## config.mk

```make
export PLATFORM = sky130hd
export DESIGN_NAME = burst_laser_driver_control
export DESIGN_NICKNAME = d
export VERILOG_FILES = /design/src/pkg/laser_ctrl_pkg.sv /design/src/logic/sync_2ff.sv /design/src/logic/stream_fifo.sv /design/src/logic/burst_laser_driver_control.sv
export SDC_FILE = /design/constraint.sdc
export NUM_CORES = 1
export LEC_CHECK = 0
export BUFFER_PORTS_ARGS = -buffer_cell sky130_fd_sc_hd__clkbuf_2
export CORE_UTILIZATION = 45
export CTS_BUF_LIST = sky130_fd_sc_hd__clkbuf_4
export CTS_CLUSTER_DIAMETER = 80
export DETAILED_ROUTE_END_ITERATION = 8
export GPL_TIMING_DRIVEN = 0
export PLACE_DENSITY = 0.74
export SLEW_MARGIN = 20
export SYNTH_ARGS = -nofsm -noshare
export SYNTH_HDL_FRONTEND = slang
export SYNTH_SLANG_ARGS = --single-unit
```

## constraint.sdc

```tcl
create_clock -name core_clk -period 2.9 [get_ports core_clk]
set_input_delay 0.435 -clock core_clk [delete_from_list [all_inputs] [get_ports core_clk]]
set_output_delay 0.435 -clock core_clk [all_outputs]
set_load 0.05 [all_outputs]
```

## src/pkg/laser_ctrl_pkg.sv

```systemverilog
/*
 * Laser driver control constants: modes, sequencer states, counts.
 * Assumes a 125 MHz core clock.
 */
package laser_ctrl_pkg;

    // Core clock period in picoseconds
    localparam int unsigned CORE_PERIOD_PS = 8000;

    // First data after burst rise, least time
    localparam int unsigned FIRST_DATA_DELAY_PS = 12800;
    localparam int unsigned FIRST_DATA_CYCLES   = (FIRST_DATA_DELAY_PS + CORE_PERIOD_PS - 1) / CORE_PERIOD_PS;

    // Transmit-active release after burst fall, longest time
    localparam int unsigned TXACT_OFF_MAX_PS = 16000;
    localparam int unsigned TXACT_OFF_CYCLES = (TXACT_OFF_MAX_PS / CORE_PERIOD_PS) < 1 ? 1
                                             : (TXACT_OFF_MAX_PS / CORE_PERIOD_PS);

    // Temperature period in oscillator ticks (128 ms at 2.15 MHz)
    localparam int unsigned TEMP_PERIOD_TICKS = 275200;

    // Duty extension: 32 steps
    localparam int unsigned DUTY_STEPS = 32;
    localparam int unsigned DUTY_W     = 5;

    // Bias code floor and converter widths
    localparam logic [7:0] BIAS_CODE_FLOOR = 8'h05;
    localparam int unsigned CODE_W = 8;
    localparam int unsigned TEMP_W = 7;

    // Nonvolatile map: high address bit picks bias table
    localparam logic MOD_TABLE_SEL  = 1'b0;
    localparam logic BIAS_TABLE_SEL = 1'b1;

    // FIFO entry layout: {burst, data}
    localparam int unsigned ENTRY_W   = 2;
    localparam int unsigned ENTRY_BIT_BURST = 1;
    localparam int unsigned ENTRY_BIT_DATA  = 0;
    localparam int unsigned FIFO_DEPTH = 16;

    // Operating modes
    typedef enum logic [1:0] {
        MODE_SELF_RUN = 2'b00,
        MODE_ADJUST   = 2'b01,
        MODE_NVM      = 2'b10,
        MODE_SHUTDOWN = 2'b11
    } mode_e;

    // Self-running sequencer
    typedef enum logic [2:0] {
        SEQ_IDLE      = 3'b000,
        SEQ_CONVERT   = 3'b001,
        SEQ_FETCH_MOD = 3'b010,
        SEQ_WAIT_MOD  = 3'b011,
        SEQ_FETCH_BIAS= 3'b100,
        SEQ_WAIT_BIAS = 3'b101
    } seq_e;

endpackage

```

## src/logic/sync_2ff.sv

```systemverilog
/*
 * Two-flop synchroniser for independent level bits.
 * Assumes each bit changes far slower than core_clk.
 */
`timescale 1ns/10ps
module sync_2ff #(
    parameter int unsigned WIDTH = 1
) (
    input  wire logic             core_clk,
    input  wire logic             rstn,
    input  wire logic [WIDTH-1:0] async_in,
    output logic      [WIDTH-1:0] sync_out
);

    logic [WIDTH-1:0] meta_q;
    logic [WIDTH-1:0] meta_d;
    logic [WIDTH-1:0] sync_q;
    logic [WIDTH-1:0] sync_d;

    // Next values: first stage is read only by the second
    always_comb begin
        meta_d = async_in;
        sync_d = meta_q;
    end

    // Register both stages
    always_ff @(posedge core_clk or negedge rstn) begin
        if (!rstn) begin
            meta_q <= '0;
            sync_q <= '0;
        end else begin
            meta_q <= meta_d;
            sync_q <= sync_d;
        end
    end

    assign sync_out = sync_q;

endmodule

```

## src/logic/stream_fifo.sv

```systemverilog
/*
 * Synchronous FIFO with valid/ready on both sides.
 * Assumes one clock; DEPTH must be a power of two.
 */
`timescale 1ns/10ps
module stream_fifo #(
    parameter int unsigned WIDTH = 2,
    parameter int unsigned DEPTH = 16
) (
    input  wire logic             core_clk,
    input  wire logic             rstn,
    input  wire logic             in_valid,
    output logic                  in_ready,
    input  wire logic [WIDTH-1:0] in_data,
    output logic                  out_valid,
    input  wire logic             out_ready,
    output logic      [WIDTH-1:0] out_data
);

    localparam int unsigned AW = $clog2(DEPTH);

    logic [WIDTH-1:0] mem_q [DEPTH];
    logic [AW:0]      wr_q;
    logic [AW:0]      wr_d;
    logic [AW:0]      rd_q;
    logic [AW:0]      rd_d;
    logic             push;
    logic             pop;

    // Full when pointers differ only in the wrap bit
    always_comb begin
        in_ready  = !((wr_q[AW] != rd_q[AW]) && (wr_q[AW-1:0] == rd_q[AW-1:0]));
        out_valid = (wr_q != rd_q);
        push      = in_valid && in_ready;
        pop       = out_valid && out_ready;
        wr_d      = push ? wr_q + 1'b1 : wr_q;
        rd_d      = pop ? rd_q + 1'b1 : rd_q;
        out_data  = mem_q[rd_q[AW-1:0]];
    end

    // Pointers
    always_ff @(posedge core_clk or negedge rstn) begin
        if (!rstn) begin
            wr_q <= '0;
            rd_q <= '0;
        end else begin
            wr_q <= wr_d;
            rd_q <= rd_d;
        end
    end

    // Storage, no reset needed
    always_ff @(posedge core_clk) begin
        if (push) begin
            mem_q[wr_q[AW-1:0]] <= in_data;
        end
    end

endmodule

```

## src/logic/burst_laser_driver_control.sv

```systemverilog
/*
 * Burst laser driver control: gating, bias switching,
 * input and operating modes, feed-forward, shutdown.
 * Assumes async pins, a slow link clock, and
 * converters, ADC and memory outside.
 */
// Contract
// - Mod current to positive output on data 1, else negative.
// - Data forced to 0 while burst is 0.
// - Bias flows only while burst is 1.
// - Last data 1 at burst fall extends bias off, within 2 ns; tail_q is registered, so up to one 8 ns core clock later.
// - Select low: direct inputs; high: latched on link clock.
// - Power-on enters self-run: temperature, memory read, current feed.
// - Adjust mode uses register codes.
// - Memory mode accepts nonvolatile writes.
// - Supply drop enters shutdown, currents off.
// - Transmit-active drops within 16 ns of burst fall.
// - Duty extension: 32 steps of about 0.03 ns.
// - Latched: sample on link clock falling edge.
// - Latched: bias on within 2 link clocks of burst.
// - Bias code 0 turns bias off; 1 to 4 become 5.
`timescale 1ns/10ps
module burst_laser_driver_control #(
    parameter int unsigned TEMP_PERIOD_TICKS = laser_ctrl_pkg::TEMP_PERIOD_TICKS,
    parameter int unsigned FIFO_DEPTH        = laser_ctrl_pkg::FIFO_DEPTH
) (
    input  wire logic                              core_clk,
    input  wire logic                              rstn,
    input  wire logic                              input_select,
    input  wire logic                              tx_data_pos,
    input  wire logic                              tx_data_neg,
    input  wire logic                              burst_enable_pos,
    input  wire logic                              burst_enable_neg,
    input  wire logic                              link_clock_pos,
    input  wire logic                              link_clock_neg,
    input  wire logic                              transmit_disable,
    input  wire logic                              supply_ok,
    input  wire logic                              osc_level,
    input  wire logic                              pd_above_ref,
    input  wire logic [1:0]                        mode_req,
    input  wire logic [laser_ctrl_pkg::CODE_W-1:0] adj_mod_code,
    input  wire logic [laser_ctrl_pkg::CODE_W-1:0] adj_bias_code,
    input  wire logic [laser_ctrl_pkg::DUTY_W-1:0] duty_code,
    input  wire logic                              host_wr_strobe,
    input  wire logic [laser_ctrl_pkg::CODE_W-1:0] host_wr_addr,
    input  wire logic [laser_ctrl_pkg::CODE_W-1:0] host_wr_data,
    input  wire logic                              adc_done,
    input  wire logic [laser_ctrl_pkg::TEMP_W-1:0] adc_code,
    input  wire logic                              nvm_rd_valid,
    input  wire logic [laser_ctrl_pkg::CODE_W-1:0] nvm_rd_data,
    input  wire logic                              overflow_clear,
    output logic                                   mod_out_pos,
    output logic                                   mod_out_neg,
    output logic                                   bias_out,
    output logic      [laser_ctrl_pkg::CODE_W-1:0] mod_current_code,
    output logic      [laser_ctrl_pkg::CODE_W-1:0] bias_code,
    output logic      [laser_ctrl_pkg::DUTY_W-1:0] pulse_extend,
    output logic                                   bias_tail_extend,
    output logic                                   transmit_active,
    output logic                                   fifo_overflow,
    output logic                                   adc_start,
    output logic                                   nvm_rd_req,
    output logic                                   nvm_wr_req,
    output logic      [laser_ctrl_pkg::CODE_W-1:0] nvm_addr,
    output logic      [laser_ctrl_pkg::CODE_W-1:0] nvm_wr_data,
    output logic      [1:0]                        op_mode
);

    localparam int unsigned TW = $clog2(TEMP_PERIOD_TICKS + 1);

    // Synchronised pins: select, disable, supply, osc, pd, link clk, burst, data
    logic [7:0] pins_s;
    logic       sel_s, transmit_disable_s, supply_s, osc_s, pd_s, lclk_s, burst_s, data_s;

    sync_2ff #(.WIDTH(8)) u_pin_sync (
        .core_clk (core_clk),
        .rstn     (rstn),
        .async_in ({input_select, transmit_disable, supply_ok, osc_level, pd_above_ref,
                    link_clock_pos & ~link_clock_neg, burst_enable_pos & ~burst_enable_neg,
                    tx_data_pos & ~tx_data_neg}),
        .sync_out (pins_s)
    );

    assign {sel_s, transmit_disable_s, supply_s, osc_s, pd_s, lclk_s, burst_s, data_s} = pins_s;

    // Mode state
    laser_ctrl_pkg::mode_e mode_q, mode_d;

    // Mode selection; supply drop overrides everything
    always_comb begin
        mode_d = mode_q;
        if (!supply_s) begin
            mode_d = laser_ctrl_pkg::MODE_SHUTDOWN;
        end else if (mode_q == laser_ctrl_pkg::MODE_SHUTDOWN) begin
            mode_d = laser_ctrl_pkg::MODE_SELF_RUN;
        end else if (mode_req != 2'b11) begin
            mode_d = laser_ctrl_pkg::mode_e'(mode_req);
        end
    end

    // Reset lands in self-running mode
    always_ff @(posedge core_clk or negedge rstn) begin
        if (!rstn) begin
            mode_q <= laser_ctrl_pkg::MODE_SELF_RUN;
        end else begin
            mode_q <= mode_d;
        end
    end

    // Drivers allowed only outside shutdown and transmit disable
    logic drive_en;
    assign drive_en = (mode_q != laser_ctrl_pkg::MODE_SHUTDOWN) && !transmit_disable_s;

    // Latched path: link clock falling edge pushes a sample
    logic lclk_prev_q, lclk_prev_d, lclk_fall;
    logic fifo_in_ready, fifo_out_valid, fifo_out_ready;
    logic [laser_ctrl_pkg::ENTRY_W-1:0] fifo_out_data;

    always_comb begin
        lclk_prev_d = lclk_s;
        lclk_fall   = lclk_prev_q && !lclk_s && sel_s;
    end

    // Drain stalls while drivers are off, so the buffer can fill
    assign fifo_out_ready = drive_en;

    stream_fifo #(.WIDTH(laser_ctrl_pkg::ENTRY_W), .DEPTH(FIFO_DEPTH)) u_sample_fifo (
        .core_clk  (core_clk),
        .rstn      (rstn),
        .in_valid  (lclk_fall),
        .in_ready  (fifo_in_ready),
        .in_data   ({burst_s, data_s}),
        .out_valid (fifo_out_valid),
        .out_ready (fifo_out_ready),
        .out_data  (fifo_out_data)
    );

    // Latched burst/data and tracking state
    logic lat_burst_q, lat_burst_d, lat_data_q, lat_data_d;
    logic burst_prev_q, burst_prev_d, last_data_q, last_data_d;
    logic tail_q, tail_d, txact_q, txact_d, ovf_q, ovf_d;
    logic [laser_ctrl_pkg::DUTY_W-1:0] ext_q, ext_d;
    logic burst_raw, data_raw, burst_eff, data_eff;

    // Effective burst and data: raw pins when direct, FIFO stage when latched
    always_comb begin
        burst_raw = burst_enable_pos & ~burst_enable_neg;
        data_raw  = tx_data_pos & ~tx_data_neg;
        burst_eff = sel_s ? lat_burst_q : burst_raw;
        data_eff  = burst_eff & (sel_s ? lat_data_q : data_raw);
    end

    // Next values of the output stage
    always_comb begin
        lat_burst_d  = lat_burst_q;
        lat_data_d   = lat_data_q;
        if (fifo_out_valid && fifo_out_ready) begin
            lat_burst_d = fifo_out_data[laser_ctrl_pkg::ENTRY_BIT_BURST];
            lat_data_d  = fifo_out_data[laser_ctrl_pkg::ENTRY_BIT_DATA];
        end
        if (!sel_s) begin
            lat_burst_d = 1'b0;
            lat_data_d  = 1'b0;
        end
        burst_prev_d = burst_eff;
        last_data_d  = burst_eff ? data_eff : last_data_q;
        tail_d       = burst_prev_q && !burst_eff && last_data_q;
        ext_d        = duty_code;
        txact_d      = burst_eff && (txact_q || pd_s);
        ovf_d        = (lclk_fall && !fifo_in_ready) || (ovf_q && !overflow_clear);
    end

    // Register the output stage
    always_ff @(posedge core_clk or negedge rstn) begin
        if (!rstn) begin
            lclk_prev_q  <= 1'b0;
            lat_burst_q  <= 1'b0;
            lat_data_q   <= 1'b0;
            burst_prev_q <= 1'b0;
            last_data_q  <= 1'b0;
            tail_q       <= 1'b0;
            ext_q        <= '0;
            txact_q      <= 1'b0;
            ovf_q        <= 1'b0;
        end else begin
            lclk_prev_q  <= lclk_prev_d;
            lat_burst_q  <= lat_burst_d;
            lat_data_q   <= lat_data_d;
            burst_prev_q <= burst_prev_d;
            last_data_q  <= last_data_d;
            tail_q       <= tail_d;
            ext_q        <= ext_d;
            txact_q      <= txact_d;
            ovf_q        <= ovf_d;
        end
    end

    // Bias code floor and off code
    function automatic logic [laser_ctrl_pkg::CODE_W-1:0] floor_bias(
        input logic [laser_ctrl_pkg::CODE_W-1:0] stored
    );
        if (stored != '0 && stored < laser_ctrl_pkg::BIAS_CODE_FLOOR) begin
            floor_bias = laser_ctrl_pkg::BIAS_CODE_FLOOR;
        end else begin
            floor_bias = stored;
        end
    endfunction

    // Self-running sequencer state
    laser_ctrl_pkg::seq_e seq_q, seq_d;
    logic [TW-1:0] tick_cnt_q, tick_cnt_d;
    logic          osc_prev_q, osc_prev_d, period_due;
    logic [laser_ctrl_pkg::TEMP_W-1:0] temp_q, temp_d;
    logic [laser_ctrl_pkg::CODE_W-1:0] run_mod_q, run_mod_d, stored_bias_code_q, stored_bias_code_d;

    // Oscillator-paced temperature, memory read and current feed
    always_comb begin
        seq_d              = seq_q;
        tick_cnt_d         = tick_cnt_q;
        osc_prev_d         = osc_s;
        temp_d             = temp_q;
        run_mod_d          = run_mod_q;
        stored_bias_code_d = stored_bias_code_q;
        period_due         = (tick_cnt_q == '0);
        if (osc_s && !osc_prev_q) begin
            tick_cnt_d = period_due ? TW'(TEMP_PERIOD_TICKS - 1) : tick_cnt_q - 1'b1;
        end
        unique case (seq_q)
            laser_ctrl_pkg::SEQ_IDLE: begin
                if (mode_q == laser_ctrl_pkg::MODE_SELF_RUN && period_due && osc_s && !osc_prev_q) begin
                    seq_d = laser_ctrl_pkg::SEQ_CONVERT;
                end
            end
            laser_ctrl_pkg::SEQ_CONVERT: begin
                if (adc_done) begin
                    temp_d = adc_code;
                    seq_d  = laser_ctrl_pkg::SEQ_FETCH_MOD;
                end
            end
            laser_ctrl_pkg::SEQ_FETCH_MOD: begin
                seq_d = laser_ctrl_pkg::SEQ_WAIT_MOD;
            end
            laser_ctrl_pkg::SEQ_WAIT_MOD: begin
                if (nvm_rd_valid) begin
                    run_mod_d = nvm_rd_data;
                    seq_d     = laser_ctrl_pkg::SEQ_FETCH_BIAS;
                end
            end
            laser_ctrl_pkg::SEQ_FETCH_BIAS: begin
                seq_d = laser_ctrl_pkg::SEQ_WAIT_BIAS;
            end
            laser_ctrl_pkg::SEQ_WAIT_BIAS: begin
                if (nvm_rd_valid) begin
                    stored_bias_code_d = nvm_rd_data;
                    seq_d              = laser_ctrl_pkg::SEQ_IDLE;
                end
            end
            default: begin
                seq_d = laser_ctrl_pkg::SEQ_IDLE;
            end
        endcase
        if (mode_q == laser_ctrl_pkg::MODE_SHUTDOWN) begin
            seq_d = laser_ctrl_pkg::SEQ_IDLE;
        end
    end

    // Sequencer registers
    always_ff @(posedge core_clk or negedge rstn) begin
        if (!rstn) begin
            seq_q              <= laser_ctrl_pkg::SEQ_IDLE;
            tick_cnt_q         <= '0;
            osc_prev_q         <= 1'b0;
            temp_q             <= '0;
            run_mod_q          <= '0;
            stored_bias_code_q <= '0;
        end else begin
            seq_q              <= seq_d;
            tick_cnt_q         <= tick_cnt_d;
            osc_prev_q         <= osc_prev_d;
            temp_q             <= temp_d;
            run_mod_q          <= run_mod_d;
            stored_bias_code_q <= stored_bias_code_d;
        end
    end

    // Codes: registers in adjust mode, tables otherwise
    logic [laser_ctrl_pkg::CODE_W-1:0] src_mod, src_bias, mod_code_q, mod_code_d;
    logic [laser_ctrl_pkg::CODE_W-1:0] bias_code_q, bias_code_d;

    always_comb begin
        src_mod  = (mode_q == laser_ctrl_pkg::MODE_ADJUST) ? adj_mod_code : run_mod_q;
        src_bias = (mode_q == laser_ctrl_pkg::MODE_ADJUST) ? adj_bias_code : stored_bias_code_q;
        mod_code_d  = drive_en ? src_mod : '0;
        bias_code_d = drive_en ? floor_bias(src_bias) : '0;
    end

    // Code registers
    always_ff @(posedge core_clk or negedge rstn) begin
        if (!rstn) begin
            mod_code_q  <= '0;
            bias_code_q <= '0;
        end else begin
            mod_code_q  <= mod_code_d;
            bias_code_q <= bias_code_d;
        end
    end

    // Current switches; combinational so direct mode needs no clock edge
    always_comb begin
        mod_out_pos = drive_en && data_eff;
        mod_out_neg = drive_en && !data_eff;
        bias_out    = drive_en && burst_eff && (bias_code_q != '0);
    end

    // Memory requests: sequencer reads, host writes
    always_comb begin
        adc_start   = (seq_q == laser_ctrl_pkg::SEQ_CONVERT);
        nvm_rd_req  = (seq_q == laser_ctrl_pkg::SEQ_FETCH_MOD) || (seq_q == laser_ctrl_pkg::SEQ_FETCH_BIAS);
        nvm_wr_req  = (mode_q == laser_ctrl_pkg::MODE_NVM) && host_wr_strobe;
        nvm_wr_data = host_wr_data;
        if (mode_q == laser_ctrl_pkg::MODE_NVM) begin
            nvm_addr = host_wr_addr;
        end else if (seq_q == laser_ctrl_pkg::SEQ_FETCH_BIAS || seq_q == laser_ctrl_pkg::SEQ_WAIT_BIAS) begin
            nvm_addr = {laser_ctrl_pkg::BIAS_TABLE_SEL, temp_q};
        end else begin
            nvm_addr = {laser_ctrl_pkg::MOD_TABLE_SEL, temp_q};
        end
    end

    // Status and converter outputs
    assign mod_current_code = mod_code_q;
    assign bias_code        = bias_code_q;
    assign pulse_extend     = ext_q;
    assign bias_tail_extend = tail_q && drive_en;
    assign transmit_active  = txact_q && burst_eff;
    assign fifo_overflow    = ovf_q;
    assign op_mode          = mode_q;

endmodule

```

==> results by group <==
Routing
  – Vias/cell: 5.001
  – Residual DRC count: 0
  – Final wirelength: 12.11 mm
  – Wire per inst: 15.25 um
  – Iter 0 DRT Violations: 194
  – DR pass1 iterations: 4
  – DR vias: 3971
  – Antenna-violating nets left: 0

Logic synthesis
  – Xor/xnor share of the synthesized area: 0.04374
  – Asr flop ratio synth: 0.7630
  – Main combinational cell family by area after synthesis: simple AND/OR/NAND/NOR gates
  – Post-synth cell types: 48
  – Synth Instances: 466
  – Post-synthesis compound-gate area fraction: 0.04460
  – Dominant cells by area after synthesis: dfrtp_1 44%, edfxtp_1 17%, mux2_2 7.4%, mux4_2 3.1%, nor2_1 3.0%
  – Post-synth EDFFs: 32
  – Post-Syn Area: 5807 um^2
  – Sequential-to-total area share from yosys stat: 0.6094
  – Commonest cells post-synth: 103 x dfrtp_1, 47 x nor2_1, 41 x nand2_1, 38 x mux2_2, 32 x edfxtp_1
  – Most used flip-flop cell after synthesis: dfrtp_1
  – Cell taking the most area after synthesis: dfrtp_1
  – Register bit total from synthesis: 135
  – Syn Area/Cell: 12.46 um^2
  – Simple-gate share of the synthesized area: 0.1411
  – Synth warn: 0
  – Top-count cell post-synth: dfrtp_1
  – Synth top area share: 0.4439
  – Syn nets: 544
  – Adder-Cell Fraction of Synth Area: 0.01508
  – Mux share of post-synthesis cell area: 0.1136

Placement
  – IO Port Bufs: 110
  – Placed cell count: 749
  – GP Congestion: 0.8516
  – Dpl hpwl: 8.576 mm

Die
  – Die width: 115.6 um
  – Core Region: 12620 um^2
  – IO Pins: 119
  – Std-Cell Rows: 41
  – Die H: 115.6 um
  – Initial Utilization: 0.4601
  – Die area: 13360 um^2

Clocking
  – CTS Buf Count: 17
  – CTS max path bufs: 2
  – Clock-pin transition on the worst setup and hold timing paths: 0.11 ns
  – Root Driver: clkbuf_4
  – CTS tree: yes
  – Clock Latency Late Sink: 0.55 ns
  – CTS Sinks: 135
  – Number of H-tree levels: 4

Flow run
  – Max Cap Violations: 0

Timing
  – Total Neg Setup Slack: 0 ns
  – Max Slew Vio Count: 0
  – Final setup violation count: 0
  – Worst Skew: 0.02348 ns
  – FMAX: 365.1 MHz
  – Final hold violation count: 0
  – RSZ-0062 raised after global routing: false
  – Final min period: 2.739 ns
  – Worst Max-Slew Pin Slew: 0.6960 ns
  – Relative slew slack: 0.5317
  – Final worst path period share: 0.9444

Critical path
  – Worst setup startpoint: op_mode[0]
  – Crit path max fanout: 9
  – Crit. End Element: primary output
  – R2R Path Start: u_sample_fifo.wr_q[2]
  – Crit path DAT: 2.30 ns
  – CP Class: flip-flop to primary output
  – Worst endpoint required time: 2.47 ns
  – CP startpoint kind: flip-flop

GRT
  – GRT Resource Usage Total: 0.1966
  – First-pass GRT wire length: 19.58 mm
  – Grt total ovfl: 0
  – Number of global-route vias before repair: 3988
  – Largest net degree at the start of global routing: 86
  – Initial antenna violation count: 0

Cells and area
  – Fillers: 1123
  – Final net count: 687
  – Fin cells: 794
  – Fraction of layout cells with a size suffix above 1: 0.3408
  – Area grow syn2layout: 21.33%
  – Post-layout util: 0.5583
  – Number of antenna diodes: 0

Power
  – Leak pwr: 0.003224 uW
  – Total power: 4649 uW
  – Power density over the cells: 659.9 nW/um^2
  – Maximum VDD drop: 0.3406 mV

Worst hold path
  – Hold crit path type: input pin to flip-flop
  – Min-delay src: link_clock_neg

Run status
  – Status: finished clean
timing repair:
item / CTS / global route
hold buffers: 11 / 2
resized for setup: 0 / 3
endpoints found under the setup margin: 0 / 1
hold endpoints to repair: 28 / 2
buffers inserted: 0 / 0
power breakdown:
part | switching [uW] | internal, uW | total [uW]
registers | 131 | 2110 | 2240
clock network | 656 | 684 | 1340
logic | 626 | 441 | 1070
total | 1410 | 3240 | 4650
worst paths after layout:
check / end / slack (ns) / cells past startpoint
max: mod_out_neg / 0.16 / 5
min: u_pin_sync.meta_q[2] / 0.05 / 2
max reg2reg: u_sample_fifo.mem_q[0][1] / 0.47 / 6
min reg2reg: u_pin_sync.sync_out[5] / 0.36 / 0
max in group asynchronous: op_mode[0] / 1.92 / 3
min in group asynchronous: u_pin_sync.sync_out[4] / 0.31 / 2
state kept, by name (all words and copies together), names as in the netlist, 7 cells and up:
name and count:
stored_bias_code_q 8, u_pin_sync.meta_q 8, temp_q 7, mod_current_code 8, tick_cnt_q 19, bias_code 8
u_pin_sync.sync_out 8, run_mod_q 8, u_sample_fifo.mem_q 32
per-stage QoR:
| step | area, um^2 | hold slack (ns) | setup slack (ns) |
|---|---|---|---|
| global route | 7046 | 0.005561 | 0.02219 |
| finish | 7046 | 0.05324 | 0.1611 |
| floorplan | 5807 | 0.1394 | 0.3769 |
| global placement | 6573 | 0.3326 | 0.06675 |
| detailed placement | 6609 | 0.3064 | 0.4737 |
| CTS | 7022 | 0.003814 | 0.03024 |
kinds of logic after synthesis:
logic type               Yosys count
adder cells (fa/ha/maj)            7
flip-flops                       135
AND/OR/NAND/NOR                  161
AO/OA/AOI/OAI                     44
buffers and inverters             39
multiplexers                      51
XOR/XNOR                          29
cells in the final DEF, fill, tap and decap left out, types with 4 or more instances in the layout:
cell and n:
and2_1 6, nor4_1 4, inv_1 11, mux4_2 8, xnor2_1 16, xor2_1 13, nor3_1 10, mux2_2 38
nor2_1 47, nand3_1 5, bufinv_16 4, o21ai_0 9, a21oi_1 22, nand2_1 41, buf_2 4, dlygate4sd3_1 13
dfrtp_1 102, clkbuf_2 108, clkbuf_4 20, clkbuf_1 15, clkinv_1 4, nor2b_1 18, nand4_1 5, buf_4 8
ha_1 7, edfxtp_1 32, mux2i_1 4
critical path: stages (launching register included):
cell and delay [ns]:
dfrtp_2 0.48, and2_1 0.25, or2_2 0.29, clkbuf_1 0.21
a21oi_1 0.25, clkbuf_4 0.28
metal layers:
layer / track usage / routed length, um / part of all wire
met2: 0.3150 / 6075 / 0.50
met3: 0.05805 / 521 / 0.043
met4: 0.06147 / 173 / 0.014
met5: 0 / 0 / 0
met1: 0.2583 / 5339 / 0.44
cell type report:
cell class	count	area [um^2]	share of cell area
multi-input combinational	292	2079	0.2952
sequential	135	3540	0.5024
inverter	11	41.29	0.005860
clock inverter	13	160.2	0.02273
timing repair buffer	124	719.4	0.1021
buffer	28	147.6	0.02096
tap	172	215.2	0.03055
clock buffer	19	142.6	0.02025
(Power assumes the default switching activity.)
